`config.mk`:
```
export PLATFORM = sky130hd
export DESIGN_NAME = twm_core
export DESIGN_NICKNAME = d
export VERILOG_FILES = /design/src/logic/twm_pkg.sv /design/src/logic/twm_core.sv
export SDC_FILE = /design/constraint.sdc
export NUM_CORES = 1
export LEC_CHECK = 0
export BUFFER_PORTS_ARGS = -buffer_cell sky130_fd_sc_hd__buf_2
export CAP_MARGIN = 15
export CORE_MARGIN = 1
export CORE_UTILIZATION = 60
export CTS_BUF_LIST = sky130_fd_sc_hd__clkbuf_4
export CTS_CLUSTER_DIAMETER = 50
export DETAILED_ROUTE_END_ITERATION = 6
export PLACE_DENSITY = 0.77
export SLEW_MARGIN = 0
export SYNTH_ARGS = -nofsm -noshare
export SYNTH_HDL_FRONTEND = slang
export SYNTH_SLANG_ARGS = --single-unit
```
`constraint.sdc`:
```
create_clock -name core_clk_i -period 6.2 [get_ports core_clk_i]
set_input_delay 1.24 -clock core_clk_i [delete_from_list [all_inputs] [get_ports core_clk_i]]
set_output_delay 1.24 -clock core_clk_i [all_outputs]
set_load 0.05 [all_outputs]
```
`src/logic/twm_pkg.sv`:
```
package twm_pkg;
    // ======================================================
    // Widths
    localparam int CNT_W = 10;
    localparam int ADDR_W = 4;
    localparam int DATA_W = 16;
    localparam int NCH = 3;
    localparam int NPIN = 6;
    // ======================================================
    // Register offsets
    localparam logic [3:0] ADDR_CTRL = 4'h0;
    localparam logic [3:0] ADDR_COM = 4'h1;
    localparam logic [3:0] ADDR_CMP_A = 4'h2;
    localparam logic [3:0] ADDR_CMP_B = 4'h3;
    localparam logic [3:0] ADDR_CMP_D = 4'h4;
    localparam logic [3:0] ADDR_TOP = 4'h5;
    localparam logic [3:0] ADDR_COUNT = 4'h6;
    localparam logic [3:0] ADDR_STATUS = 4'h7;
    localparam logic [3:0] ADDR_PORT = 4'h8;
    localparam logic [3:0] ADDR_DDR = 4'h9;
    localparam logic [3:0] ADDR_PINS = 4'hA;
    // ======================================================
    // Field positions
    localparam int CTRL_PWM_LSB = 0;
    localparam int CTRL_MODE_LSB = 3;
    localparam int STAT_OVF = 0;
    localparam int STAT_DIR = 1;
    // ======================================================
    // Encodings and reset values
    localparam logic [1:0] COM_OFF = 2'h0;
    localparam logic [1:0] COM_TOG = 2'h1;
    localparam logic [1:0] COM_CLR = 2'h2;
    localparam logic [1:0] COM_SET = 2'h3;
    localparam logic [1:0] WMODE_FAST = 2'h0;
    localparam logic [1:0] WMODE_DUAL = 2'h1;
    localparam logic [CNT_W-1:0] TOP_RST = 10'h3FF;
    localparam logic [CNT_W-1:0] CNT_MAX = 10'h3FF;

    typedef enum logic [2:0] {
        TWM_NORMAL = 3'b001,
        TWM_FAST = 3'b010,
        TWM_DUAL = 3'b100
    } twm_mode_t;

    typedef struct packed {
        logic [ADDR_W-1:0] addr;
        logic [DATA_W-1:0] wdata;
        logic wr;
        logic rd;
    } twm_bus_req_t;

    typedef struct packed {
        logic [NPIN-1:0] dout;
        logic [NPIN-1:0] oe;
    } twm_pins_t;
endpackage

```
`src/logic/twm_core.sv`:
```
// Local design decisions: the plain strobed port and the address map.
`timescale 1ns/10ps
// Operation
// - Normal mode counts zero to top, wraps
// - Normal overflow flag set when count wraps
// - Overflow service acknowledge clears the flag
// - Counter writable at any time
// - Normal mode 1 toggles output on match
// - Normal mode drives only complementary pin
// - Pin shows compare value only when output
// - Fast PWM when enabled and field 00
// - Fast PWM clears on match, sets at wrap
// - PWM modes: 2 normal, 3 inverted, 1 pair
// - Fast PWM overflow flag set at top
// - Fast PWM extreme top values handled
// - Fast PWM mode 1 drives pin pair
// - Mode 0 leaves port value on pins
// - Dual-slope when enabled and field 01
// - Dual-slope clears up-match, sets down-match
// - Dual-slope holds top one tick, reverses
// - Dual-slope overflow flag set at zero
// - Dual-slope extreme top gives constant levels
// - Dual complementary clears match, sets zero
// - Mode bit change acts on waveform at next match, on pin override at once
// - Pin output lags waveform one tick
module twm_core (
    input wire logic core_clk_i,
    input wire logic sys_rst_i,
    input wire logic clk_en_i,
    input wire logic timer_tick_i,
    input wire logic ovf_ack_i,
    input wire twm_pkg::twm_bus_req_t bus_i,
    output logic [twm_pkg::DATA_W-1:0] rdata_o,
    output logic overflow_flag_o,
    output logic [twm_pkg::CNT_W-1:0] count_value_o,
    output logic [twm_pkg::NCH-1:0] waveform_out_o,
    output twm_pkg::twm_pins_t pins_o
);

    typedef struct packed {
        logic [twm_pkg::CNT_W-1:0] cnt;
        logic dir_dn;
        logic ovf;
        logic [twm_pkg::CNT_W-1:0] spike;
        logic [twm_pkg::NCH-1:0] pwm_en;
        logic [1:0] wmode;
        logic [twm_pkg::NCH-1:0][1:0] com;
        logic [twm_pkg::NCH-1:0][1:0] com_act;
        logic [twm_pkg::NCH-1:0][twm_pkg::CNT_W-1:0] ocr;
        logic [twm_pkg::CNT_W-1:0] top;
        logic [twm_pkg::NPIN-1:0] port;
        logic [twm_pkg::NPIN-1:0] ddr;
        logic [twm_pkg::NCH-1:0] wave;
        logic [twm_pkg::NCH-1:0] oc;
        twm_pkg::twm_pins_t pins;
        logic [twm_pkg::DATA_W-1:0] rdata;
    } twm_state_t;

    twm_state_t s_reg;
    twm_state_t s_next;

    // ======================================================
    // Helpers
    function automatic twm_pkg::twm_mode_t cnt_mode(
        input logic any_pwm,
        input logic [1:0] wm
    );
        twm_pkg::twm_mode_t m;
        m = twm_pkg::TWM_NORMAL;
        if (any_pwm) begin
            if (wm == twm_pkg::WMODE_DUAL) begin
                m = twm_pkg::TWM_DUAL;
            end else begin
                m = twm_pkg::TWM_FAST;
            end
        end
        return m;
    endfunction

    // Next waveform level for one channel
    function automatic logic wave_step(
        input twm_pkg::twm_mode_t m,
        input logic [1:0] com,
        input logic w,
        input logic hit,
        input logic bottom,
        input logic dn,
        input logic tz,
        input logic tm,
        input logic spk
    );
        logic r;
        logic inv;
        r = w;
        inv = (com == twm_pkg::COM_SET);
        unique case (m)
            twm_pkg::TWM_NORMAL: begin
                if (hit) begin
                    unique case (com)
                        twm_pkg::COM_TOG: r = ~w;
                        twm_pkg::COM_CLR: r = 1'b0;
                        twm_pkg::COM_SET: r = 1'b1;
                        default: r = w;
                    endcase
                end
            end
            twm_pkg::TWM_FAST: begin
                if (com != twm_pkg::COM_OFF) begin
                    if (tm) begin
                        r = ~inv;
                    end else if (tz) begin
                        r = spk ^ inv;
                    end else if (bottom) begin
                        r = ~inv;
                    end else if (hit) begin
                        r = inv;
                    end
                end
            end
            twm_pkg::TWM_DUAL: begin
                if (com != twm_pkg::COM_OFF) begin
                    if (tz) begin
                        r = inv;
                    end else if (tm) begin
                        r = ~inv;
                    end else if (com == twm_pkg::COM_TOG) begin
                        if (bottom) begin
                            r = 1'b1;
                        end else if (hit) begin
                            r = 1'b0;
                        end
                    end else if (hit) begin
                        r = dn ^ inv;
                    end
                end
            end
            default: r = w;
        endcase
        return r;
    endfunction

    // ======================================================
    // Next-state logic
    twm_pkg::twm_mode_t mode;
    logic [twm_pkg::CNT_W-1:0] cnt_n;
    logic dir_n;
    logic at_top;
    logic wrap;
    logic bottom;
    logic ovf_set;
    logic ovf_clr;
    logic tz;
    logic tm;
    logic [twm_pkg::NCH-1:0] hit;
    logic [1:0] com_eff;
    logic [twm_pkg::DATA_W-1:0] wd;
    logic wr;
    logic [1:0] cm;
    logic pwm_ch;
    logic pair;

    always_comb begin
        s_next = s_reg;
        mode = cnt_mode(|s_reg.pwm_en, s_reg.wmode);
        cnt_n = s_reg.cnt;
        dir_n = s_reg.dir_dn;
        at_top = (s_reg.cnt == s_reg.top);
        tz = (s_reg.top == '0);
        tm = (s_reg.top == twm_pkg::CNT_MAX);
        wrap = 1'b0;
        bottom = 1'b0;
        ovf_set = 1'b0;
        ovf_clr = 1'b0;
        hit = '0;
        com_eff = twm_pkg::COM_OFF;
        wd = bus_i.wdata;
        wr = bus_i.wr;
        cm = twm_pkg::COM_OFF;
        pwm_ch = 1'b0;
        pair = 1'b0;
        if (clk_en_i) begin
            if (timer_tick_i) begin
                unique case (mode)
                    twm_pkg::TWM_DUAL: begin
                        if (tz) begin
                            cnt_n = '0;
                            dir_n = 1'b0;
                        end else if (!s_reg.dir_dn) begin
                            if (s_reg.cnt >= s_reg.top) begin
                                // One tick at top, then down
                                cnt_n = s_reg.top - 1'b1;
                                dir_n = 1'b1;
                            end else begin
                                cnt_n = s_reg.cnt + 1'b1;
                            end
                        end else if (s_reg.cnt == '0) begin
                            cnt_n = {{(twm_pkg::CNT_W-1){1'b0}}, 1'b1};
                            dir_n = 1'b0;
                        end else begin
                            cnt_n = s_reg.cnt - 1'b1;
                        end
                        bottom = (s_reg.cnt == '0);
                        ovf_set = (cnt_n == '0);
                    end
                    twm_pkg::TWM_FAST: begin
                        cnt_n = at_top ? '0 : s_reg.cnt + 1'b1;
                        wrap = at_top;
                        ovf_set = (cnt_n == s_reg.top);
                    end
                    default: begin
                        cnt_n = at_top ? '0 : s_reg.cnt + 1'b1;
                        wrap = at_top;
                        ovf_set = at_top;
                    end
                endcase
                if (mode != twm_pkg::TWM_DUAL) begin
                    bottom = wrap;
                end
                s_next.cnt = cnt_n;
                s_next.dir_dn = dir_n;
                s_next.spike = s_reg.spike + 1'b1;
                for (int c = 0; c < twm_pkg::NCH; c++) begin
                    hit[c] = (s_reg.cnt == s_reg.ocr[c]);
                    // New mode bits latch only on a match
                    com_eff = hit[c] ? s_reg.com[c] : s_reg.com_act[c];
                    s_next.com_act[c] = com_eff;
                    s_next.wave[c] = wave_step(
                        s_reg.pwm_en[c] ? mode : twm_pkg::TWM_NORMAL,
                        com_eff, s_reg.wave[c], hit[c], bottom,
                        s_reg.dir_dn, tz, tm, (s_reg.spike == '0));
                end
                // Pin stage is the old waveform, one tick late
                s_next.oc = s_reg.wave;
            end
            ovf_clr = ovf_ack_i;
            if (wr && bus_i.addr == twm_pkg::ADDR_STATUS) begin
                ovf_clr = ovf_clr | wd[twm_pkg::STAT_OVF];
            end
            // Set beats a same-cycle clear
            s_next.ovf = ovf_set | (s_reg.ovf & ~ovf_clr);
            if (wr) begin
                unique case (bus_i.addr)
                    twm_pkg::ADDR_CTRL: begin
                        s_next.pwm_en = wd[twm_pkg::CTRL_PWM_LSB +: twm_pkg::NCH];
                        s_next.wmode = wd[twm_pkg::CTRL_MODE_LSB +: 2];
                    end
                    twm_pkg::ADDR_COM: s_next.com = wd[2*twm_pkg::NCH-1:0];
                    twm_pkg::ADDR_CMP_A: s_next.ocr[0] = wd[twm_pkg::CNT_W-1:0];
                    twm_pkg::ADDR_CMP_B: s_next.ocr[1] = wd[twm_pkg::CNT_W-1:0];
                    twm_pkg::ADDR_CMP_D: s_next.ocr[2] = wd[twm_pkg::CNT_W-1:0];
                    twm_pkg::ADDR_TOP: s_next.top = wd[twm_pkg::CNT_W-1:0];
                    twm_pkg::ADDR_COUNT: s_next.cnt = wd[twm_pkg::CNT_W-1:0];
                    twm_pkg::ADDR_PORT: s_next.port = wd[twm_pkg::NPIN-1:0];
                    twm_pkg::ADDR_DDR: s_next.ddr = wd[twm_pkg::NPIN-1:0];
                    default: begin
                    end
                endcase
            end
            s_next.rdata = '0;
            if (bus_i.rd) begin
                unique case (bus_i.addr)
                    twm_pkg::ADDR_CTRL: begin
                        s_next.rdata[twm_pkg::CTRL_PWM_LSB +: twm_pkg::NCH] = s_reg.pwm_en;
                        s_next.rdata[twm_pkg::CTRL_MODE_LSB +: 2] = s_reg.wmode;
                    end
                    twm_pkg::ADDR_COM: s_next.rdata[2*twm_pkg::NCH-1:0] = s_reg.com;
                    twm_pkg::ADDR_CMP_A: s_next.rdata[twm_pkg::CNT_W-1:0] = s_reg.ocr[0];
                    twm_pkg::ADDR_CMP_B: s_next.rdata[twm_pkg::CNT_W-1:0] = s_reg.ocr[1];
                    twm_pkg::ADDR_CMP_D: s_next.rdata[twm_pkg::CNT_W-1:0] = s_reg.ocr[2];
                    twm_pkg::ADDR_TOP: s_next.rdata[twm_pkg::CNT_W-1:0] = s_reg.top;
                    twm_pkg::ADDR_COUNT: s_next.rdata[twm_pkg::CNT_W-1:0] = s_reg.cnt;
                    twm_pkg::ADDR_STATUS: begin
                        s_next.rdata[twm_pkg::STAT_OVF] = s_reg.ovf;
                        s_next.rdata[twm_pkg::STAT_DIR] = s_reg.dir_dn;
                    end
                    twm_pkg::ADDR_PORT: s_next.rdata[twm_pkg::NPIN-1:0] = s_reg.port;
                    twm_pkg::ADDR_DDR: s_next.rdata[twm_pkg::NPIN-1:0] = s_reg.ddr;
                    twm_pkg::ADDR_PINS: s_next.rdata[twm_pkg::NPIN-1:0] = s_reg.pins.dout;
                    default: s_next.rdata = '0;
                endcase
            end
            // Pin override follows mode bits at once
            for (int c = 0; c < twm_pkg::NCH; c++) begin
                cm = s_next.com[c];
                pwm_ch = s_next.pwm_en[c];
                pair = pwm_ch && (cm == twm_pkg::COM_TOG);
                // Positive pin only used by the pair setting
                s_next.pins.dout[2*c] = pair ? s_next.oc[c] : s_next.port[2*c];
                if (cm == twm_pkg::COM_OFF) begin
                    s_next.pins.dout[2*c+1] = s_next.port[2*c+1];
                end else if (pair) begin
                    s_next.pins.dout[2*c+1] = ~s_next.oc[c];
                end else begin
                    s_next.pins.dout[2*c+1] = s_next.oc[c];
                end
            end
            s_next.pins.oe = s_next.ddr;
        end
    end

    // ======================================================
    // State register
    always_ff @(posedge core_clk_i or posedge sys_rst_i) begin
        if (sys_rst_i) begin
            s_reg <= '0;
            s_reg.top <= twm_pkg::TOP_RST;
        end else begin
            s_reg <= s_next;
        end
    end

    // ======================================================
    // Outputs
    assign rdata_o = s_reg.rdata;
    assign overflow_flag_o = s_reg.ovf;
    assign count_value_o = s_reg.cnt;
    assign waveform_out_o = s_reg.wave;
    assign pins_o = s_reg.pins;

endmodule

```
==> impl_metrics.toml <==
[detailed_routing]
ant_nets = 0
drc = 0
wl_microns = 23100
routed_via_density = 6.58
wl_per_cell_microns = 21.3
dr.pass1.iters = 6
via_count = 7153
drtIter0Drc = 839

[floorplan]
die_height_microns = 119
die-width_microns = 119
pin_count = 69
fp.coreArea_sq_um = 13300
die_area_sq_um = 14200
rows = 42
start_util_pct = 61.9

[placement]
dp_hpwl_microns = 16400
place_congestion = 0.949
placed_cell_area_sq_um = 8240
port-buffer-count = 56
dp.cells = 1056

[grt]
grt_pass1_vias = 6854
grtUsageTotal_pct = 33.7
antenna_found_initial = 0
grt_max_degree = 62
grt_overflow = 0
grt_first_pass_wirelength_microns = 36700

[synthesis]
synth_top_cell_by_area = "dfrtp_1"
synth-main-ff-cell = "dfrtp_1"
yosysTopAreaCellShare_pct = 31.2
yosys_warnings = 0
yosysSeqAreaShare_pct = 34.4
synth_enable_flop_cells = 0
postSynthAreaPerCell_sq_um = 8.99
netlist_instances = 919
synth_area_leaders = "dfrtp_1 (31%), mux2_2 (7.2%), buf_4 (4.1%)"
synth_area_sq_um = 8260
synth_cell_types = 85
synth-async-reset-ratio_pct = 100
synth-seq-cells = 113

[sta]
hold_viol_final = 0
slew_headroom_pct = 23.0
tightest_slew_ns = 1.15
fin_setup_tns_ns = 0
rsz0062_at_grt = "false"
setup_viol = 0
slew_viol_final = 0
fmax_mhz = 289
post-route-min-period_ns = 3.46
period_share_pct = 55.8
fin_skew_ns = 0.0203

[cells_and_area]
multi_input_area_sq_um = 4760
register_area_sq_um = 2840
layout_common_cells = "dfrtp_1 (103), nand2_1 (81), nor2_1 (67)"
largest_register_ffs = 77
drive_above_1_share_pct = 19.5
fin_area_sq_um = 8540
fin_cells = 1087
num_antenna_cells = 0
area_delta_synth_final_pct = 3.38
nFillCells = 1182
final_common_cell = "dfrtp_1"
layout.nets = 945

[worst_setup_path]
worst-path-max-fanout = 15
crit_end = "waveform_out_o[0]"
slowest_stage = "dfrtp_1"
path_cells = "xnor2_1, nand4_1, nor4_2, mux2i_1, inv_1, ha_1, o2111ai_1, o2111ai_1, o21ai_1, mux2i_1, o21ai_1"
required_ns = 6.69
reg2regPathDepth = 11
ff2ff_setup_slack_ns = 2.74
worst_setup_path_end_kind = "flip-flop"
worst_path_largest_cell_delay_ns = 0.78
path_class = "flip-flop to flip-flop"
timing.rr.start = "count_value_o[3]"
crit_arrival_ns = 3.95
cp-start-kind = "flip-flop"
crit_start = "count_value_o[3]"
crit-reg2reg-capture = "waveform_out_o[0]"

[clock_tree]
root_buffer = "clkbuf_4"
htreeDepth = 4
clkSlewWorstSetupHoldPaths_ns = 0.10
clock_latency_ns = 0.58
tritoncts = "built"
clock_tree.buffer_depth = 2
cts_inserted_buffers = 17
postCtsHoldBufs = 0
post_cts_resized = 0
postCtsSetupBuffers = 0
cts.sinks = 113

[run_status]
outcome = "complete, no violations"

[hold_path]
hp-class = "flip-flop to flip-flop"
hold_depth = 2

[pwr]
power.leakage_nw = 3.72
ir_drop_mv = 0.244
power_density_nw_per_um2 = 412

[job]
maxCapViolations = 0
[worst max-delay path: cells and delay by family, from the launching register on]
kind            cells  cell delay, ns
buf+inv             1            0.12
xor+xnor            1            0.19
simple gates        2            0.80
mux                 2            0.57
fa+ha+maj           1            0.30
flops               1            0.78
compound gates      4            0.62
[power by group]
group / leakage [nW] / total [W] / internal (W) / switching (W)
Clock: 0.158 / 0.000609 / 0.000315 / 0.000293
Combinational: 2.18 / 0.00163 / 0.000625 / 0.00101
Sequential: 1.39 / 0.00127 / 0.000913 / 0.000361
Total: 3.72 / 0.00351 / 0.00185 / 0.00166
[how the worst min path moves through the flow]
stage                     from          to  slack, ns
floorplan            s_reg[28]   s_reg[28]       0.45
global route        s_reg[112]  s_reg[112]       0.51
global placement     s_reg[28]   s_reg[28]       0.46
finish               s_reg[28]   s_reg[28]       0.48
CTS                  s_reg[28]   s_reg[28]       0.48
detailed placement   s_reg[28]   s_reg[28]       0.46
[cells in the mapped netlist (5+ instances only)]
library cell and count:
a21oi_1 46, a22o_1 10, a22oi_1 14, a31oi_1 18, and2_1 7, and3_1 10
buf_2 14, buf_4 45, clkbuf_1 41, dfrtp_1 103, dfstp_2 10, ha_1 19
inv_1 25, mux2_2 53, mux2i_1 32, nand2_1 81, nand2b_1 5, nand3_1 32
nand4_1 12, nor2_1 67, nor2b_1 12, nor3_1 13, nor4_1 10, o21a_1 7
o21ai_0 38, o21ai_1 12, o22ai_1 17, o2bb2ai_1 7, xnor2_1 35, xor2_1 31
[layout make-up]
| type | instances | share of cell area, % |
|---|---|---|
| clock buffer | 18 | 1.58 |
| clock inverter | 13 | 1.98 |
| inverter | 27 | 1.22 |
| multi-input combinational | 680 | 55.8 |
| sequential | 113 | 33.3 |
| tap | 176 | 2.58 |
| timing repair buffer | 60 | 3.63 |
[per-stage QoR]
step | worst slack, ns | power (W) | hold WS (ns) | utilization (%)
2_1_floorplan | 1.99 | 0.00257 | 0.445 | -
3_3_place_gp | 2.45 | 0.00285 | 0.459 | 61.7
3_5_place_dp | 2.42 | 0.00288 | 0.463 | 61.7
4_1_cts | 2.76 | 0.00349 | 0.484 | 64.0
5_1_grt | 2.47 | 0.00371 | 0.509 | 64.0
6_report | 2.74 | 0.00351 | 0.482 | 64.0
[per-layer routing]
| metal | vias to the layer above | GRT usage (%) | routed length [microns] |
|---|---|---|---|
| met1 | 3471 | 46.3 | 9900 |
| met4 | 0 | 11.7 | 616 |
| met3 | 65 | 8.38 | 2180 |
| met5 | - | 0 | 0 |
| li1 | 3242 | - | - |
| met2 | 375 | 51.9 | 10400 |
[logic make-up after synthesis]
| family | synth area share [%] |
|---|---|
| simple gates | 17.5 |
| fa+ha+maj | 2.88 |
| flops | 34.4 |
| buf+inv | 8.21 |
| xor+xnor | 7.19 |
| mux | 11.5 |
| other cells | 0.0454 |
| compound gates | 18.2 |
Power figures use the tool's default switching activity.
